--- config.mk ---
export PLATFORM = sky130hd
export DESIGN_NAME = mie_exec
export DESIGN_NICKNAME = d
export VERILOG_FILES = /design/src/pkg/mie_pkg.sv /design/src/pkg/mie_alu_if.sv /design/src/hdl/mie_exec.sv /design/src/hdl/mie_alu.sv
export SDC_FILE = /design/constraint.sdc
export NUM_CORES = 1
export LEC_CHECK = 0
export BUFFER_PORTS_ARGS = -buffer_cell sky130_fd_sc_hd__buf_4
export CELL_PAD_IN_SITES_DETAIL_PLACEMENT = 0
export CELL_PAD_IN_SITES_GLOBAL_PLACEMENT = 1
export CORE_UTILIZATION = 42
export DETAILED_ROUTE_END_ITERATION = 8
export PLACE_DENSITY_LB_ADDON = 0.3
export SYNTH_ARGS = -nofsm -noshare
export SYNTH_HDL_FRONTEND = slang
export SYNTH_HIERARCHICAL = 1
export SYNTH_SLANG_ARGS = --single-unit
--- constraint.sdc ---
create_clock -name i_core_clk -period 7.6 [get_ports i_core_clk]
set_input_delay 1.14 -clock i_core_clk [delete_from_list [all_inputs] [get_ports i_core_clk]]
set_output_delay 1.14 -clock i_core_clk [all_outputs]
set_load 0.01 [all_outputs]
--- src/pkg/mie_pkg.sv ---
// Shared types and constants of the instruction execution unit.
// Assumes a core that hands over one decoded instruction at a time.
package mie_pkg;
  // ==========================================================================
  // Widths and fixed values
  localparam int unsigned STACK_DEPTH = 16;
  localparam logic [10:0] PC_RST = 11'h000;
  localparam logic [10:0] PC_STEP = 11'h001;
  localparam logic [10:0] PC_SKIP_STEP = 11'h002;
  localparam logic [7:0] ACC_RST = 8'h00;
  localparam logic [7:0] BYTE_CLEAR = 8'h00;
  localparam logic [7:0] BIT_ONE = 8'h01;
  localparam logic [3:0] SP_RST = 4'h0;
  localparam logic [3:0] SP_STEP = 4'h1;
  // Data memory address of the program counter low byte
  localparam logic [7:0] ADDR_PROGRAM_COUNTER_LOW_BYTE = 8'h06;
  // Upper program address bits of the last page
  localparam logic [2:0] LAST_PAGE = 3'h7;
  // Reset value of the irq control register enable bit
  localparam logic GLOBAL_IRQ_ENABLE_RST = 1'b0;

  // ==========================================================================
  // Decoded instructions handed to the unit
  typedef enum logic [4:0] {
    op_nop,
    op_add_acc_mem,
    op_add_acc_imm,
    op_add_into_memory,
    op_add_carry_acc_mem,
    op_add_with_carry_to_memory,
    op_and_acc_mem,
    op_and_acc_imm,
    op_and_into_memory,
    op_jump,
    op_skip_if_null,
    op_skip_if_null_load,
    op_skip_if_bit_clear,
    op_skip_if_bit_set,
    op_increment_skip_if_null,
    op_decrement_skip_if_null,
    op_decrement_skip_load,
    op_call,
    op_return,
    op_return_load,
    op_interrupt_return,
    op_table_read_current_page,
    op_table_read_last_page,
    op_clear_byte,
    op_clear_bit,
    op_watchdog_clear,
    op_watchdog_preclear_first,
    op_watchdog_preclear_second,
    op_nibble_exchange,
    op_nibble_exchange_to_work,
    op_halt
  } mie_op_t;

  // Arithmetic unit functions
  typedef enum logic [2:0] {
    alu_pass,
    alu_add,
    alu_and,
    alu_inc,
    alu_dec,
    alu_swap
  } mie_alu_op_t;

  // Execution phases
  typedef enum logic [1:0] {
    ph_run,
    ph_second,
    ph_halted
  } mie_phase_t;

  // Unpaired watchdog pre-clear of the previous instruction
  typedef enum logic [1:0] {
    pre_none,
    pre_first,
    pre_second
  } mie_pre_t;
endpackage

--- src/pkg/mie_alu_if.sv ---
// Carrier between the execution unit and its arithmetic unit.
// Assumes both ends sit on the same clock; the path is purely combinational.
`timescale 1ns/100ps
`default_nettype none
interface mie_alu_if;
  mie_pkg::mie_alu_op_t op;
  logic [7:0] a;
  logic [7:0] b;
  logic cin;
  logic [7:0] res;
  logic cout;
  logic hcar;
  logic ovf;
  logic zero;
  modport alu (input op, a, b, cin, output res, cout, hcar, ovf, zero);
  modport user (output op, a, b, cin, input res, cout, hcar, ovf, zero);
endinterface
`default_nettype wire

--- src/hdl/mie_exec.sv ---
// Instruction execution unit of an 8-bit core: branch, skip, call, table
// read, watchdog clears, halt, add and logical AND.
// Assumes fetch/decode presents one decoded instruction with its operands,
// and that data memory read data for i_mem_addr is valid with i_issue.
// Function
// [RL1] Skips taken cost two cycles; fall-through costs one
// [RL2] Writes to the program counter low byte take two cycles
// [RL3] Pre-clear pair in either order clears timeout and sleep flags
// [RL4] Repeating the same pre-clear leaves watchdog and flags untouched
// [RL5] Watchdog clear resets counter and clears timeout and sleep flags
// [RL6] Add-with-carry sums work register, byte and carry; acc or memory
// [RL7] Add sums work register with byte or immediate; acc or memory
// [RL8] Every add updates overflow, zero, half carry and carry
// [RL9] AND with byte or immediate; acc or memory; only zero flag changes
// [RL10] Call pushes pc plus one, loads target, two cycles, no flags
// [RL11] Bit-test skips on selected bit clear or set; no flags changed
// [RL12] Byte-zero skip; load variant also copies byte to work register
// [RL13] Increment/decrement skip on zero; load variant writes acc only
// [RL14] Table read current or last page; high to lookup, low to memory
// [RL15] Clear zeroes the byte, bit form one bit; no flags changed
// [RL16] Nibble swap in memory, or into work register leaving memory
// [RL17] Return-load pops pc and loads immediate into work register
// [RL18] Halt stops, clears watchdog, sets sleep, clears timeout
// [RL19] Interrupt return pops pc and sets global irq enable
// [RL20] Carry from bit 7, half carry from bit 3, signed overflow
`timescale 1ns/100ps
`default_nettype none
module mie_exec (
  // Clock and reset
  input wire logic i_core_clk,
  input wire logic i_sys_rst,
  // Decoded instruction
  input wire logic i_issue,
  input wire mie_pkg::mie_op_t i_op,
  input wire logic [7:0] i_mem_addr,
  input wire logic [7:0] i_mem_rdata,
  input wire logic [7:0] i_imm,
  input wire logic [2:0] i_bit,
  input wire logic [10:0] i_target,
  // Program memory word for table reads
  input wire logic [14:0] i_rom_word,
  // System events
  input wire logic i_wdt_timeout,
  input wire logic i_wake,
  input wire logic i_irq_ack,
  // Sequencing
  output logic o_ready,
  output logic [10:0] o_pc,
  output logic o_halt,
  // Work register and flags
  output logic [7:0] o_acc,
  output logic o_carry,
  output logic o_half_carry_flag,
  output logic o_signed_range_exceeded,
  output logic o_zero,
  // Watchdog
  output logic o_timeout_flag,
  output logic o_sleep_flag,
  output logic o_watchdog_counter_clear,
  // Table read
  output logic [10:0] o_rom_addr,
  output logic o_rom_rd,
  output logic [7:0] o_lookup_high_byte,
  // Data memory write
  output logic o_mem_we,
  output logic [7:0] o_mem_waddr,
  output logic [7:0] o_mem_wdata,
  // Interrupt control
  output logic o_global_irq_enable
);
  typedef struct packed {
    mie_pkg::mie_phase_t phase;
    mie_pkg::mie_pre_t pre;
    logic ready;
    logic halt;
    logic [10:0] pc;
    logic [7:0] acc;
    logic carry;
    logic half;
    logic ovf;
    logic zero;
    logic timeout;
    logic sleep;
    logic wdt_clear;
    logic [3:0] sp;
    logic [10:0] rom_addr;
    logic rom_rd;
    logic [7:0] lookup_high;
    logic [7:0] tab_dest;
    logic mem_we;
    logic [7:0] mem_waddr;
    logic [7:0] mem_wdata;
    logic irq_en;
  } mie_state_t;

  mie_state_t q_ff;
  mie_state_t nxt_q;
  logic [10:0] stack_ff [mie_pkg::STACK_DEPTH];
  logic push_en;
  logic [10:0] push_data;
  logic dest_mem;
  logic skip;
  logic two_cyc;
  logic branch;
  logic [7:0] wr_data;
  logic [10:0] pop_data;
  mie_alu_if alu_bus ();

  // ==========================================================================
  // Arithmetic unit
  mie_alu u_alu (
    .bus(alu_bus.alu)
  );

  // Top of stack; sp points at the next free entry and wraps past the last
  assign pop_data = stack_ff[q_ff.sp - mie_pkg::SP_STEP];

  // ==========================================================================
  // Next state
  always_comb begin
    nxt_q = q_ff;
    push_en = 1'b0;
    push_data = q_ff.pc + mie_pkg::PC_STEP;
    dest_mem = 1'b0;
    skip = 1'b0;
    two_cyc = 1'b0;
    branch = 1'b0;
    wr_data = i_mem_rdata;
    alu_bus.op = mie_pkg::alu_pass;
    alu_bus.a = q_ff.acc;
    alu_bus.b = i_mem_rdata;
    alu_bus.cin = 1'b0;
    nxt_q.wdt_clear = 1'b0;
    nxt_q.mem_we = 1'b0;
    if (i_irq_ack) begin
      nxt_q.irq_en = 1'b0;
    end
    case (q_ff.phase)
      mie_pkg::ph_run: begin
        if (i_issue) begin
          nxt_q.pre = mie_pkg::pre_none;
          case (i_op)
            mie_pkg::op_add_acc_mem, mie_pkg::op_add_acc_imm,
            mie_pkg::op_add_into_memory, mie_pkg::op_add_carry_acc_mem,
            mie_pkg::op_add_with_carry_to_memory: begin
              alu_bus.op = mie_pkg::alu_add;
              if (i_op == mie_pkg::op_add_acc_imm) begin
                alu_bus.b = i_imm; // [RL7]
              end
              if (i_op == mie_pkg::op_add_carry_acc_mem ||
                  i_op == mie_pkg::op_add_with_carry_to_memory) begin
                alu_bus.cin = q_ff.carry; // [RL6]
              end
              dest_mem = (i_op == mie_pkg::op_add_into_memory) ||
                         (i_op == mie_pkg::op_add_with_carry_to_memory); // [RL6] [RL7]
              nxt_q.carry = alu_bus.cout; // [RL8]
              nxt_q.half = alu_bus.hcar; // [RL8]
              nxt_q.ovf = alu_bus.ovf; // [RL8]
              nxt_q.zero = alu_bus.zero; // [RL8]
            end
            mie_pkg::op_and_acc_mem, mie_pkg::op_and_acc_imm,
            mie_pkg::op_and_into_memory: begin
              alu_bus.op = mie_pkg::alu_and;
              if (i_op == mie_pkg::op_and_acc_imm) begin
                alu_bus.b = i_imm;
              end
              dest_mem = (i_op == mie_pkg::op_and_into_memory);
              nxt_q.zero = alu_bus.zero; // Only zero moves [RL9]
            end
            mie_pkg::op_jump: begin
              nxt_q.pc = i_target;
              branch = 1'b1;
              two_cyc = 1'b1;
            end
            mie_pkg::op_skip_if_null, mie_pkg::op_skip_if_null_load: begin
              skip = (i_mem_rdata == 8'h00); // [RL12]
              if (i_op == mie_pkg::op_skip_if_null_load) begin
                nxt_q.acc = i_mem_rdata; // [RL12]
              end
            end
            mie_pkg::op_skip_if_bit_clear: begin
              skip = !i_mem_rdata[i_bit]; // [RL11]
            end
            mie_pkg::op_skip_if_bit_set: begin
              skip = i_mem_rdata[i_bit]; // [RL11]
            end
            mie_pkg::op_increment_skip_if_null, mie_pkg::op_decrement_skip_if_null,
            mie_pkg::op_decrement_skip_load: begin
              alu_bus.op = (i_op == mie_pkg::op_increment_skip_if_null) ?
                           mie_pkg::alu_inc : mie_pkg::alu_dec;
              skip = alu_bus.zero; // [RL13]
              if (i_op == mie_pkg::op_decrement_skip_load) begin
                nxt_q.acc = alu_bus.res; // Memory left alone [RL13]
              end else begin
                dest_mem = 1'b1; // [RL13]
              end
            end
            mie_pkg::op_call: begin
              push_en = 1'b1; // Return address is pc plus one [RL10]
              nxt_q.sp = q_ff.sp + mie_pkg::SP_STEP;
              nxt_q.pc = i_target; // [RL10]
              branch = 1'b1;
              two_cyc = 1'b1; // [RL10]
            end
            mie_pkg::op_return, mie_pkg::op_return_load,
            mie_pkg::op_interrupt_return: begin
              nxt_q.sp = q_ff.sp - mie_pkg::SP_STEP;
              nxt_q.pc = pop_data; // [RL17] [RL19]
              branch = 1'b1;
              two_cyc = 1'b1;
              if (i_op == mie_pkg::op_return_load) begin
                nxt_q.acc = i_imm; // [RL17]
              end
              if (i_op == mie_pkg::op_interrupt_return) begin
                nxt_q.irq_en = 1'b1; // Beats a same-cycle ack [RL19]
              end
            end
            mie_pkg::op_table_read_current_page, mie_pkg::op_table_read_last_page: begin
              // Word comes back next cycle, then lands in memory [RL14]
              nxt_q.rom_addr = (i_op == mie_pkg::op_table_read_last_page) ?
                               {mie_pkg::LAST_PAGE, q_ff.acc} : {q_ff.pc[10:8], q_ff.acc};
              nxt_q.rom_rd = 1'b1;
              nxt_q.tab_dest = i_mem_addr;
              two_cyc = 1'b1; // [RL14]
            end
            mie_pkg::op_clear_byte: begin
              wr_data = mie_pkg::BYTE_CLEAR; // [RL15]
              dest_mem = 1'b1;
            end
            mie_pkg::op_clear_bit: begin
              wr_data = i_mem_rdata & ~(mie_pkg::BIT_ONE << i_bit); // [RL15]
              dest_mem = 1'b1;
            end
            mie_pkg::op_watchdog_clear: begin
              nxt_q.wdt_clear = 1'b1; // [RL5]
              nxt_q.timeout = 1'b0; // [RL5]
              nxt_q.sleep = 1'b0; // [RL5]
            end
            mie_pkg::op_watchdog_preclear_first, mie_pkg::op_watchdog_preclear_second: begin
              // Only the partner completes the pair; a repeat just re-arms [RL3] [RL4]
              if ((i_op == mie_pkg::op_watchdog_preclear_first &&
                   q_ff.pre == mie_pkg::pre_second) ||
                  (i_op == mie_pkg::op_watchdog_preclear_second &&
                   q_ff.pre == mie_pkg::pre_first)) begin
                nxt_q.wdt_clear = 1'b1; // [RL3]
                nxt_q.timeout = 1'b0; // [RL3]
                nxt_q.sleep = 1'b0; // [RL3]
              end else begin
                nxt_q.pre = (i_op == mie_pkg::op_watchdog_preclear_first) ?
                            mie_pkg::pre_first : mie_pkg::pre_second; // [RL4]
              end
            end
            mie_pkg::op_nibble_exchange: begin
              alu_bus.op = mie_pkg::alu_swap;
              dest_mem = 1'b1; // [RL16]
            end
            mie_pkg::op_nibble_exchange_to_work: begin
              alu_bus.op = mie_pkg::alu_swap;
              nxt_q.acc = alu_bus.res; // [RL16]
            end
            mie_pkg::op_halt: begin
              nxt_q.halt = 1'b1; // [RL18]
              nxt_q.wdt_clear = 1'b1; // Counter and prescaler [RL18]
              nxt_q.sleep = 1'b1; // [RL18]
              nxt_q.timeout = 1'b0; // [RL18]
              nxt_q.phase = mie_pkg::ph_halted;
              nxt_q.ready = 1'b0;
            end
            default: begin
            end
          endcase
          // Arithmetic results not bound for memory go to the work register
          if (alu_bus.op == mie_pkg::alu_add || alu_bus.op == mie_pkg::alu_and) begin
            if (!dest_mem) begin
              nxt_q.acc = alu_bus.res; // [RL6] [RL7] [RL9]
            end
          end
          if (alu_bus.op != mie_pkg::alu_pass) begin
            wr_data = alu_bus.res;
          end
          if (!branch) begin
            nxt_q.pc = skip ? q_ff.pc + mie_pkg::PC_SKIP_STEP : q_ff.pc + mie_pkg::PC_STEP;
          end
          two_cyc = two_cyc || skip; // [RL1]
          if (dest_mem) begin
            if (i_mem_addr == mie_pkg::ADDR_PROGRAM_COUNTER_LOW_BYTE) begin
              // Prefetched word is stale, so a dummy cycle follows [RL2]
              nxt_q.pc = {q_ff.pc[10:8], wr_data};
              two_cyc = 1'b1; // [RL2]
            end else begin
              nxt_q.mem_we = 1'b1;
              nxt_q.mem_waddr = i_mem_addr;
              nxt_q.mem_wdata = wr_data;
            end
          end
          if (two_cyc) begin
            nxt_q.phase = mie_pkg::ph_second;
            nxt_q.ready = 1'b0;
          end
        end
      end
      mie_pkg::ph_second: begin
        if (q_ff.rom_rd) begin
          nxt_q.rom_rd = 1'b0;
          nxt_q.lookup_high = {1'b0, i_rom_word[14:8]}; // [RL14]
          nxt_q.mem_we = 1'b1; // [RL14]
          nxt_q.mem_waddr = q_ff.tab_dest;
          nxt_q.mem_wdata = i_rom_word[7:0];
        end
        nxt_q.phase = mie_pkg::ph_run;
        nxt_q.ready = 1'b1;
      end
      default: begin
        // Halted: state is held until a wake event
        if (i_wake) begin
          nxt_q.halt = 1'b0;
          nxt_q.phase = mie_pkg::ph_run;
          nxt_q.ready = 1'b1;
        end
      end
    endcase
    // A timeout in the same cycle as a clear must not be lost
    if (i_wdt_timeout) begin
      nxt_q.timeout = 1'b1;
    end
  end

  // ==========================================================================
  // State register
  always_ff @(posedge i_core_clk) begin
    if (i_sys_rst) begin
      q_ff <= '{phase: mie_pkg::ph_run, pre: mie_pkg::pre_none, ready: 1'b1,
                pc: mie_pkg::PC_RST, acc: mie_pkg::ACC_RST, sp: mie_pkg::SP_RST,
                irq_en: mie_pkg::GLOBAL_IRQ_ENABLE_RST, default: '0};
    end else begin
      q_ff <= nxt_q;
    end
  end

  // Return stack; no reset needed, entries are only read after a push
  always_ff @(posedge i_core_clk) begin
    if (push_en) begin
      stack_ff[q_ff.sp] <= push_data; // [RL10]
    end
  end

  // ==========================================================================
  // Outputs straight from the state register
  assign o_ready = q_ff.ready;
  assign o_pc = q_ff.pc;
  assign o_halt = q_ff.halt;
  assign o_acc = q_ff.acc;
  assign o_carry = q_ff.carry;
  assign o_half_carry_flag = q_ff.half;
  assign o_signed_range_exceeded = q_ff.ovf;
  assign o_zero = q_ff.zero;
  assign o_timeout_flag = q_ff.timeout;
  assign o_sleep_flag = q_ff.sleep;
  assign o_watchdog_counter_clear = q_ff.wdt_clear;
  assign o_rom_addr = q_ff.rom_addr;
  assign o_rom_rd = q_ff.rom_rd;
  assign o_lookup_high_byte = q_ff.lookup_high;
  assign o_mem_we = q_ff.mem_we;
  assign o_mem_waddr = q_ff.mem_waddr;
  assign o_mem_wdata = q_ff.mem_wdata;
  assign o_global_irq_enable = q_ff.irq_en;

  // ==========================================================================
  // Checks
  skip_two_cycle_a: assert property (@(posedge i_core_clk) disable iff (i_sys_rst) // [RL1]
    (i_issue && o_ready && i_op == mie_pkg::op_skip_if_null && i_mem_rdata == 8'h00)
    |=> !o_ready ##1 o_ready)
    else $error("taken skip did not take two cycles");
  fall_through_a: assert property (@(posedge i_core_clk) disable iff (i_sys_rst) // [RL1]
    (i_issue && o_ready && i_op == mie_pkg::op_skip_if_bit_set && !i_mem_rdata[i_bit])
    |=> o_ready && o_pc == $past(o_pc) + mie_pkg::PC_STEP)
    else $error("untaken skip did not fall through in one cycle");
  pcl_write_a: assert property (@(posedge i_core_clk) disable iff (i_sys_rst) // [RL2]
    (i_issue && o_ready && i_op == mie_pkg::op_clear_byte &&
     i_mem_addr == mie_pkg::ADDR_PROGRAM_COUNTER_LOW_BYTE)
    |=> !o_ready && !o_mem_we && o_pc[7:0] == 8'h00)
    else $error("pc low byte write not two cycles");
  preclear_pair_a: assert property (@(posedge i_core_clk) disable iff (i_sys_rst) // [RL3]
    (i_issue && o_ready && i_op == mie_pkg::op_watchdog_preclear_second &&
     q_ff.pre == mie_pkg::pre_first && !i_wdt_timeout)
    |=> !o_timeout_flag && !o_sleep_flag && o_watchdog_counter_clear)
    else $error("pre-clear pair did not clear flags");
  preclear_repeat_a: assert property (@(posedge i_core_clk) disable iff (i_sys_rst) // [RL4]
    (i_issue && o_ready && i_op == mie_pkg::op_watchdog_preclear_first &&
     q_ff.pre != mie_pkg::pre_second)
    |=> !o_watchdog_counter_clear && o_sleep_flag == $past(o_sleep_flag))
    else $error("lone pre-clear had an effect");
  wdt_clear_a: assert property (@(posedge i_core_clk) disable iff (i_sys_rst) // [RL5]
    (i_issue && o_ready && i_op == mie_pkg::op_watchdog_clear && !i_wdt_timeout)
    |=> o_watchdog_counter_clear && !o_timeout_flag && !o_sleep_flag)
    else $error("watchdog clear incomplete");
  add_carry_a: assert property (@(posedge i_core_clk) disable iff (i_sys_rst) // [RL6]
    (i_issue && o_ready && i_op == mie_pkg::op_add_carry_acc_mem)
    |=> o_acc == 8'($past(o_acc) + $past(i_mem_rdata) + {7'h00, $past(o_carry)}))
    else $error("add with carry sum wrong");
  add_flags_a: assert property (@(posedge i_core_clk) disable iff (i_sys_rst) // [RL8]
    (i_issue && o_ready && i_op == mie_pkg::op_add_acc_imm)
    |=> o_carry == ({1'b0, $past(o_acc)} + {1'b0, $past(i_imm)} > 9'h0FF) &&
        o_zero == (o_acc == 8'h00))
    else $error("add flags wrong");
  and_flags_a: assert property (@(posedge i_core_clk) disable iff (i_sys_rst) // [RL9]
    (i_issue && o_ready && i_op == mie_pkg::op_and_acc_imm)
    |=> $stable(o_carry) && $stable(o_half_carry_flag) && o_acc == ($past(o_acc) & $past(i_imm)))
    else $error("and result or flags wrong");
  call_target_a: assert property (@(posedge i_core_clk) disable iff (i_sys_rst) // [RL10]
    (i_issue && o_ready && i_op == mie_pkg::op_call)
    |=> o_pc == $past(i_target) && !o_ready ##1 o_ready)
    else $error("call did not load target in two cycles");
  table_read_a: assert property (@(posedge i_core_clk) disable iff (i_sys_rst) // [RL14]
    (i_issue && o_ready && i_op == mie_pkg::op_table_read_last_page)
    |=> o_rom_rd && o_rom_addr[10:8] == mie_pkg::LAST_PAGE ##1 o_mem_we && o_ready)
    else $error("table read sequence wrong");
  halt_flags_a: assert property (@(posedge i_core_clk) disable iff (i_sys_rst) // [RL18]
    (i_issue && o_ready && i_op == mie_pkg::op_halt && !i_wdt_timeout)
    |=> o_halt && o_sleep_flag && !o_timeout_flag && o_watchdog_counter_clear && !o_ready)
    else $error("halt effects wrong");
  irq_return_a: assert property (@(posedge i_core_clk) disable iff (i_sys_rst) // [RL19]
    (i_issue && o_ready && i_op == mie_pkg::op_interrupt_return)
    |=> o_global_irq_enable)
    else $error("interrupt return left irq disabled");
endmodule
`default_nettype wire

--- src/hdl/mie_alu.sv ---
// Combinational byte arithmetic: add, and, increment, decrement, swap.
// Assumes the user registers every result it keeps.
`timescale 1ns/100ps
`default_nettype none
module mie_alu (
  // Operands and results
  mie_alu_if.alu bus
);
  logic [8:0] sum9;
  logic [4:0] low5;

  // ==========================================================================
  // Function select; carry, half carry and overflow come from the add path, zero from the result
  always_comb begin
    sum9 = {1'b0, bus.a} + {1'b0, bus.b} + {8'h00, bus.cin};
    low5 = {1'b0, bus.a[3:0]} + {1'b0, bus.b[3:0]} + {4'h0, bus.cin};
    bus.cout = sum9[8]; // Carry out of bit 7 [RL20]
    bus.hcar = low5[4]; // Carry out of bit 3 [RL20]
    // Same-sign operands giving a different-sign sum [RL20]
    bus.ovf = (bus.a[7] == bus.b[7]) && (sum9[7] != bus.a[7]);
    case (bus.op)
      mie_pkg::alu_add: bus.res = sum9[7:0];
      mie_pkg::alu_and: bus.res = bus.a & bus.b;
      mie_pkg::alu_inc: bus.res = bus.b + 8'h01;
      mie_pkg::alu_dec: bus.res = bus.b - 8'h01;
      mie_pkg::alu_swap: bus.res = {bus.b[3:0], bus.b[7:4]}; // [RL16]
      default: bus.res = bus.b;
    endcase
    bus.zero = (bus.res == 8'h00);
  end
endmodule
`default_nettype wire

== Yosys cells after proc, flatten, opt, wreduce, memory -nomap -nowiden ==
Memories as Yosys holds them, arrays and structs flattened.
Cells that the tools add are included.
Storage, ports and cells
  memories kept: 1
  flip-flop bits (word level): 81
  input bits: 64
  output and inout port bits: 66
  logic and storage cells: 228
  bits in writable memories: 176
Memory list
  stack_ff: depth 16, bits a word 11, rd ports 1, clocked after memory_dff 0, write ports 1, RTL line mie_exec.sv:98  | logic [10:0] stack_ff [mie_pkg::STACK_DEPTH];
Cells by class
  muxes and demuxes: 85
  reduce and logical (&&, ||, !) cells: 48
  magnitude comparators: 1
  shift operators: 1
  add/sub/neg operators: 10
  equality and inequality tests: 53
  bitwise operators: 6
Operators by type and width (number)
  two-way mux 8 bit: 10
  == test 5 bit, second input constant: 15
  two-way mux 11 bit: 5
  two-way mux 17 bit: 3
  two-way mux 48 bit: 1
  == test 5 x 4 -> 1 bit, second input constant: 8
  case mux 8 bit (5 select lines): 1
  two-way mux 18 bit: 2
  case mux 17 bit (2 select lines): 1
  two-way mux 1 bit: 32
  case mux 8 bit (2 select lines): 2
  case mux 8 bit (4 select lines): 1
  case mux 11 bit (2 select lines): 1
  two-way mux 3 bit: 7
  AND reduction 3 bit: 7
  == test 5 x 3 -> 1 bit, second input constant: 4
  AND 8 bit: 2
  zero test 8 bit: 2
  two-way mux 2 bit: 8
  OR reduction 3 bit: 5
  two-way mux 12 bit: 1
  != test 2 bit, second input constant: 6
  case mux 3 bit (4 select lines): 1
  AND reduction 4 bit: 3
  other kinds (46): 76

== Logic depth before layout (Yosys ltp) ==
  word-level depth: 22
  mapped depth: 25
  depth with buffers taken out: 21

== Hierarchy ==
Netlist, hierarchy kept.
By module, submodules not included
  mie_exec: seq. area each 6906.6 µm², cells each 1064, instances 1, area each 12336.8 µm²
  mie_alu: seq. area each 0.0 µm², cells each 152, instances 1, area each 1152.4 µm²

== Worst setup path after synthesis ==
No wires, ideal clock.
  path type: input to register
  start point: input i_op[2]
  end point: register q_ff (netlist bit o_pc[8])
  setup slack: 1298 ps
  cell stages on the path: 23
  path buffers: 4
  required time: 7484 ps
  arrival: 6186 ps
  setup time: 116 ps
  cell sequence: buf_2 -> buf_2 -> buf_2 -> clkbuf_1 -> nand2_1 -> nand2_1 -> nand4_1 -> mux2_2 -> fa_1 -> fa_1 -> a21o_1 -> a211oi_1 -> nor3_1 -> o22a_1 -> or4b_1 -> nor4_2 -> nor2b_1 -> a32oi_1 -> nand2_1 -> a211oi_4 -> mux2i_1 -> a311o_1 -> o211a_1
Between the ends
  elaborated cells between the ends (all ways): 79
  classes of those cells: add/sub: 4; eq/ne: 30; mux: 31; bitwise: 1; reduce/logical: 13
RTL lines
  start: declaration: RTL line mie_exec.sv:34  | input wire mie_pkg::mie_op_t i_op,
  == test 5 x 2 -> 1 bit, or another cell as far along: RTL line mie_exec.sv:142, mie_exec.sv:147
  OR reduction 5 bit, or another cell as far along: RTL line mie_exec.sv:142  | case (i_op)
  case mux 8 bit (2 select lines) *: RTL line mie_exec.sv:142
  two-way mux 8 bit *: RTL line mie_exec.sv:140  | if (i_issue) begin
  two-way mux 8 bit *: RTL line mie_exec.sv:138  | case (q_ff.phase)
  via alu_bus.b[0]: RTL line mie_alu_if.sv:8  | logic [7:0] b;
  adder 8 x 8 -> 9 bit: RTL line mie_alu.sv:15  | sum9 = {1'b0, bus.a} + {1'b0, bus.b} + {8'h00, bus.cin};
  adder 9 x 1 -> 9 bit: RTL line mie_alu.sv:15
  [1 not listed]
  via alu_bus.res[4]: RTL line mie_alu_if.sv:10  | logic [7:0] res;
  [1 not listed]
  via alu_bus.zero: RTL line mie_alu_if.sv:14  | logic zero;
  case mux 1 bit (4 select lines) *: RTL line mie_exec.sv:142
  two-way mux 1 bit *: RTL line mie_exec.sv:140
  two-way mux 1 bit *: RTL line mie_exec.sv:138
  two-way mux 11 bit *: RTL line mie_exec.sv:282  | nxt_q.pc = skip ? q_ff.pc + mie_pkg::PC_SKIP_STEP : q_ff.pc + mie_pkg::PC_STEP;
  two-way mux 11 bit *: RTL line mie_exec.sv:281  | if (!branch) begin
  two-way mux 11 bit: RTL line mie_exec.sv:286  | if (i_mem_addr == mie_pkg::ADDR_PROGRAM_COUNTER_LOW_BYTE) begin
  two-way mux 11 bit *: RTL line mie_exec.sv:285  | if (dest_mem) begin
  end signal: assignment: RTL line mie_exec.sv:332  | q_ff <= '{phase: mie_pkg::ph_run, pre: mie_pkg::pre_none, ready: 1'b1,
  end signal: assignment: RTL line mie_exec.sv:336  | q_ff <= nxt_q;
  end: declaration: RTL line mie_exec.sv:96  | mie_state_t q_ff;
Mark *: on every way through the listed nets, which the timed path passes. The rest lies on a longest branch. The select of a mux whose other input is x is not followed.
A chain may end at the register's enable or synchronous reset.

== Worst setup path in the final report ==
  start point: input i_op[0]
  end point: register q_ff (netlist bit o_pc[8])
Same word-level chain as after synthesis.

==> run summary <==
The achievable clock frequency came out at 0.163 GHz. The setup clock skew after layout came out at 0.0399 ns. Internal power comes to 2.48 mW. The count of buffers added by post-CTS timing repair for setup was 0; the switching share of power was 0.252. The share of post-route cells with drive strength above 1 came out at 0.210. The total wirelength of the detailed-routed design is 37500 um.

The cell sitting at the root of the clock tree is a clkbuf_16. For the number of pins with negative max-slew slack in the final report, the log shows 0. The largest single stage delay on the critical path is 0.56 ns. For this design the static power due to leakage is 5.45 nW. Counting the buffers created by CTS gives 28. After detailed routing, the average wire length per cell comes to 22.1 um. The count of placed standard cells in the final layout, fillers left out is 1694.

Yosys printed 6 warnings. The initial antenna violation count is 0, and the insertion delay of the later-clocked pin in the worst-skew pair is 0.57 ns. The tree built by TritonCTS fans out to 257 sinks. The synthesized design contains 176 enable-type register cells. The combinational fraction of design power was 0.123; the total power of the final layout was 3.31 mW. In this run the remaining antenna-violating nets after routing total 0. The highest net fanout along the worst path was 33; the synthesized net count was 1303. The buffering stage count on the worst path with inverters included works out to 1. The logs give 0.467 for the portion of total power attributed to sequential cells and 8.03 ns for the data required time at the worst endpoint. After clock tree synthesis, the repair step resized 0 gates. A synthesized cell averages 11.1 um2.

For the cell count after placement, the log shows 1644. The power density of the placed cells came out at 216 nW/um2. For the number of endpoints with negative hold slack in the final report, the log shows 0. Walking the worst path, the cells encountered are buf_4 > or2_2 > nand2_1 > nand4_1 > mux2_2 > fa_1 > fa_1 > a21o_1 > a211oi_1 > nor3_1 > o22a_1 > or4b_1 > nor4_2 > nor2b_1 > a32oi_1 > nand2_1 > a211oi_4 > mux2i_1 > a21oi_1 > o211a_1.

The total congestion overflow came out at 0. The relative slew slack came out at 0.0965. The run gives 767 as the violation count after the first detailed-route iteration. The first detailed-routing pass ran for 7 iterations. After technology mapping, the gate count stands at 1216.

The smallest clock period supported by the final layout is computed as 6.13 ns. The global-route usage over all layers came out at 0.226. Input and output buffers added on the ports amount to 128.

Measured along the y axis, the die boundary spans 181 um. The placement row count came out at 65. The half-perimeter wire length after detailed placement was 26200 um; the fraction of post-synthesis cell area in the top cell type by area was 0.392.

The logs give 6.56 ns for the data arrival time at the worst-slack endpoint and 57400 um for the wire length of the first global-routing pass. The area growth from synthesis to layout is 13.7%. The count of distinct cell types in the synthesized netlist was 86.

TritonCTS built the clock tree. Summing every instance area after synthesis gives 13500 um2. The critical path is of the input port to flop type. The share of async-settable or async-resettable flops after synthesis was 0. For this run, the leading register cell type out of synthesis is edfxtp_1.

Type of element capturing the critical path: a flop. Number of I/O pins: 130. Across the run, the number of max-cap violations was 0. For the H-tree level count, the log shows 1. The worst setup path is launched from an input port. Critical-path cell with the highest stage delay: or4b_1.

Worst-case hold slack: 0.455 ns. The portion of the clock cycle consumed by the worst path in the final layout is 0.806, and the number of flip-flops and latches in the synthesized netlist is 257. The tools report the final design instance area without fill as 15300 um2.

For this design, the CTS-stage hold fixing added 0 buffers. Portion of the post-synthesis area used by sequential elements: 0.512. After floorplanning, the core was sized to cover 31600 um2. VDD sags by at most 0.000221 V. For the power dissipated by switching net loads, the log shows 835 uW.

After detailed placement, the total cell area comes to 14400 um2. In the routed design, unresolved DRC markers number 0. The initial cell density of the core was 0.427; the reg2reg setup slack was 1.85 ns. Setup violations remaining at the end of the flow were counted as 0.

The kind of cell adding the most delay to the critical path was simple AND/OR/NAND/NOR gates. For the pin with the worst max-slew slack, the measured transition is 1.35 ns. The antenna diode instance count is 0, and the maximum number of pins on one net before global-route repair is 73. The congestion estimate from routability-driven global placement came to 0.888. The via count of the first global-routing pass is 9665, and the horizontal die dimension is 181 um.

Sorting the synthesized cells by area gives the leading types as edfxtp_1, dfxtp_1, mux4_2. After clock tree synthesis, the clock-pin slew on the worst setup and hold paths is 0.06 ns. Detailed routing inserted a total of 9865 vias. The flow ran to the end, and the final reports show no timing, DRC or antenna violations.

For the overall die area, the log shows 32800 um2. The clock passes through at most 3 buffers. The per-cell via count in the routed design was 5.82. The tools report the portion of total power attributed to the clock network as 0.410. Setup repair after global routing left no endpoint under its margin. For the total negative slack, the log shows 0 ns. Leading area contributor after synthesis: edfxtp_1. For this run, the post-layout net count is 1359. The class of the tightest hold or removal check was flop to flop.
## worst register-to-register path, delay by kind of cell, from the launching register on
family	cells	cell delay, ns
multiplexers	2	0.94
AO/OA/AOI/OAI	7	1.25
flip-flops	1	0.36
adder cells (fa/ha/maj)	2	0.91
AND/OR/NAND/NOR	9	2.20
## cells by family after synthesis
kind of cell             share of synthesized area
AO/OA/AOI/OAI                                0.144
XOR/XNOR                                    0.0209
adder cells (fa/ha/maj)                     0.0230
buffers and inverters                       0.0616
flip-flops                                   0.512
multiplexers                                0.0993
other                                     0.000278
AND/OR/NAND/NOR                              0.139
## routing by layer
layer / share of wire / routed length [um] / global-route usage
met4: 0.028 / 1040 / 0.0729
met2: 0.49 / 18300 / 0.378
met1: 0.44 / 16400 / 0.305
met3: 0.046 / 1740 / 0.0252
met5: 0 / 0 / 0
## layout make-up
type | count | area, um2
tap | 402 | 503
multi-input combinational | 810 | 5770
inverter | 21 | 78.8
sequential | 257 | 6910
clock inverter | 16 | 181
clock buffer | 34 | 743
fill | 2897 | 16200
timing repair buffer | 154 | 1160
## stage by stage
stage	utilization	setup WS, ns
floorplan	-	1.30
global placement	0.456	1.11
detailed placement	0.456	0.982
CTS	0.486	1.52
global route	0.486	1.11
finish	0.486	1.47
## cell usage after synthesis (all sizes together), types with 11 or more instances
cell type  count
xnor2         14
a22oi         22
nor2          81
dfxtp         81
nand2b        16
a31oi         12
ha            20
nand2        138
a211oi        18
nand4         16
a21oi        104
edfxtp       176
clkbuf        40
a2bb2oi       11
xor2          16
inv           21
nor3          32
nand3         25
mux2          11
nor4          12
mux4          42
mux2i         27
buf           88
o21ai         52
## power groups by stage
stage	Clock, mW	Sequential [mW]	Combinational, mW
2_1_floorplan	0	1.56	0.284
3_3_place_gp	0	1.57	0.404
3_5_place_dp	0	1.58	0.406
4_1_cts	1.38	1.55	0.408
5_1_grt	1.43	1.55	0.446
6_report	1.36	1.55	0.409
## worst paths after layout
kind | startpoint | end | depth (start not counted)
max | i_op[0] | o_pc[8] | 20
min | q_ff[24] | q_ff[24] | 2
min reg2reg | q_ff[24] | q_ff[24] | 2
max reg2reg | q_ff[81] | o_pc[8] | 20
## cell usage in the layout, fill, tap and decap left out, types with 11 or more instances in the layout
cell	netlist	layout
nand2_1	138	138
nor3_1	31	31
nand3_1	25	25
buf_4	63	154
a2bb2oi_1	11	11
a211oi_1	17	17
nor2_1	80	80
mux2_2	11	11
a21oi_1	104	104
clkbuf_16	0	28
edfxtp_1	176	176
a22oi_1	22	22
mux2i_1	27	27
xor2_1	15	15
ha_1	20	19
nand2b_1	16	16
o21ai_0	47	47
inv_1	20	20
dfxtp_1	81	80
xnor2_1	14	12
nand4_1	16	16
mux4_2	42	42
a31oi_1	11	11
## flip-flops by register name, summed over array words and instances (netlist names)
signal and flops:
o_acc 8, o_sleep_flag 1, o_mem_waddr 8, o_mem_wdata 8
o_timeout_flag 1, o_carry 1, o_rom_addr 11, o_signed_range_exceeded 1
stack_ff 176, o_half_carry_flag 1, o_lookup_high_byte 7, o_global_irq_enable 1
o_pc 11, q_ff 16, o_ready 1, o_watchdog_counter_clear 1
o_rom_rd 1, o_mem_we 1, o_halt 1, o_zero 1
Power figures use the tool's default switching activity.
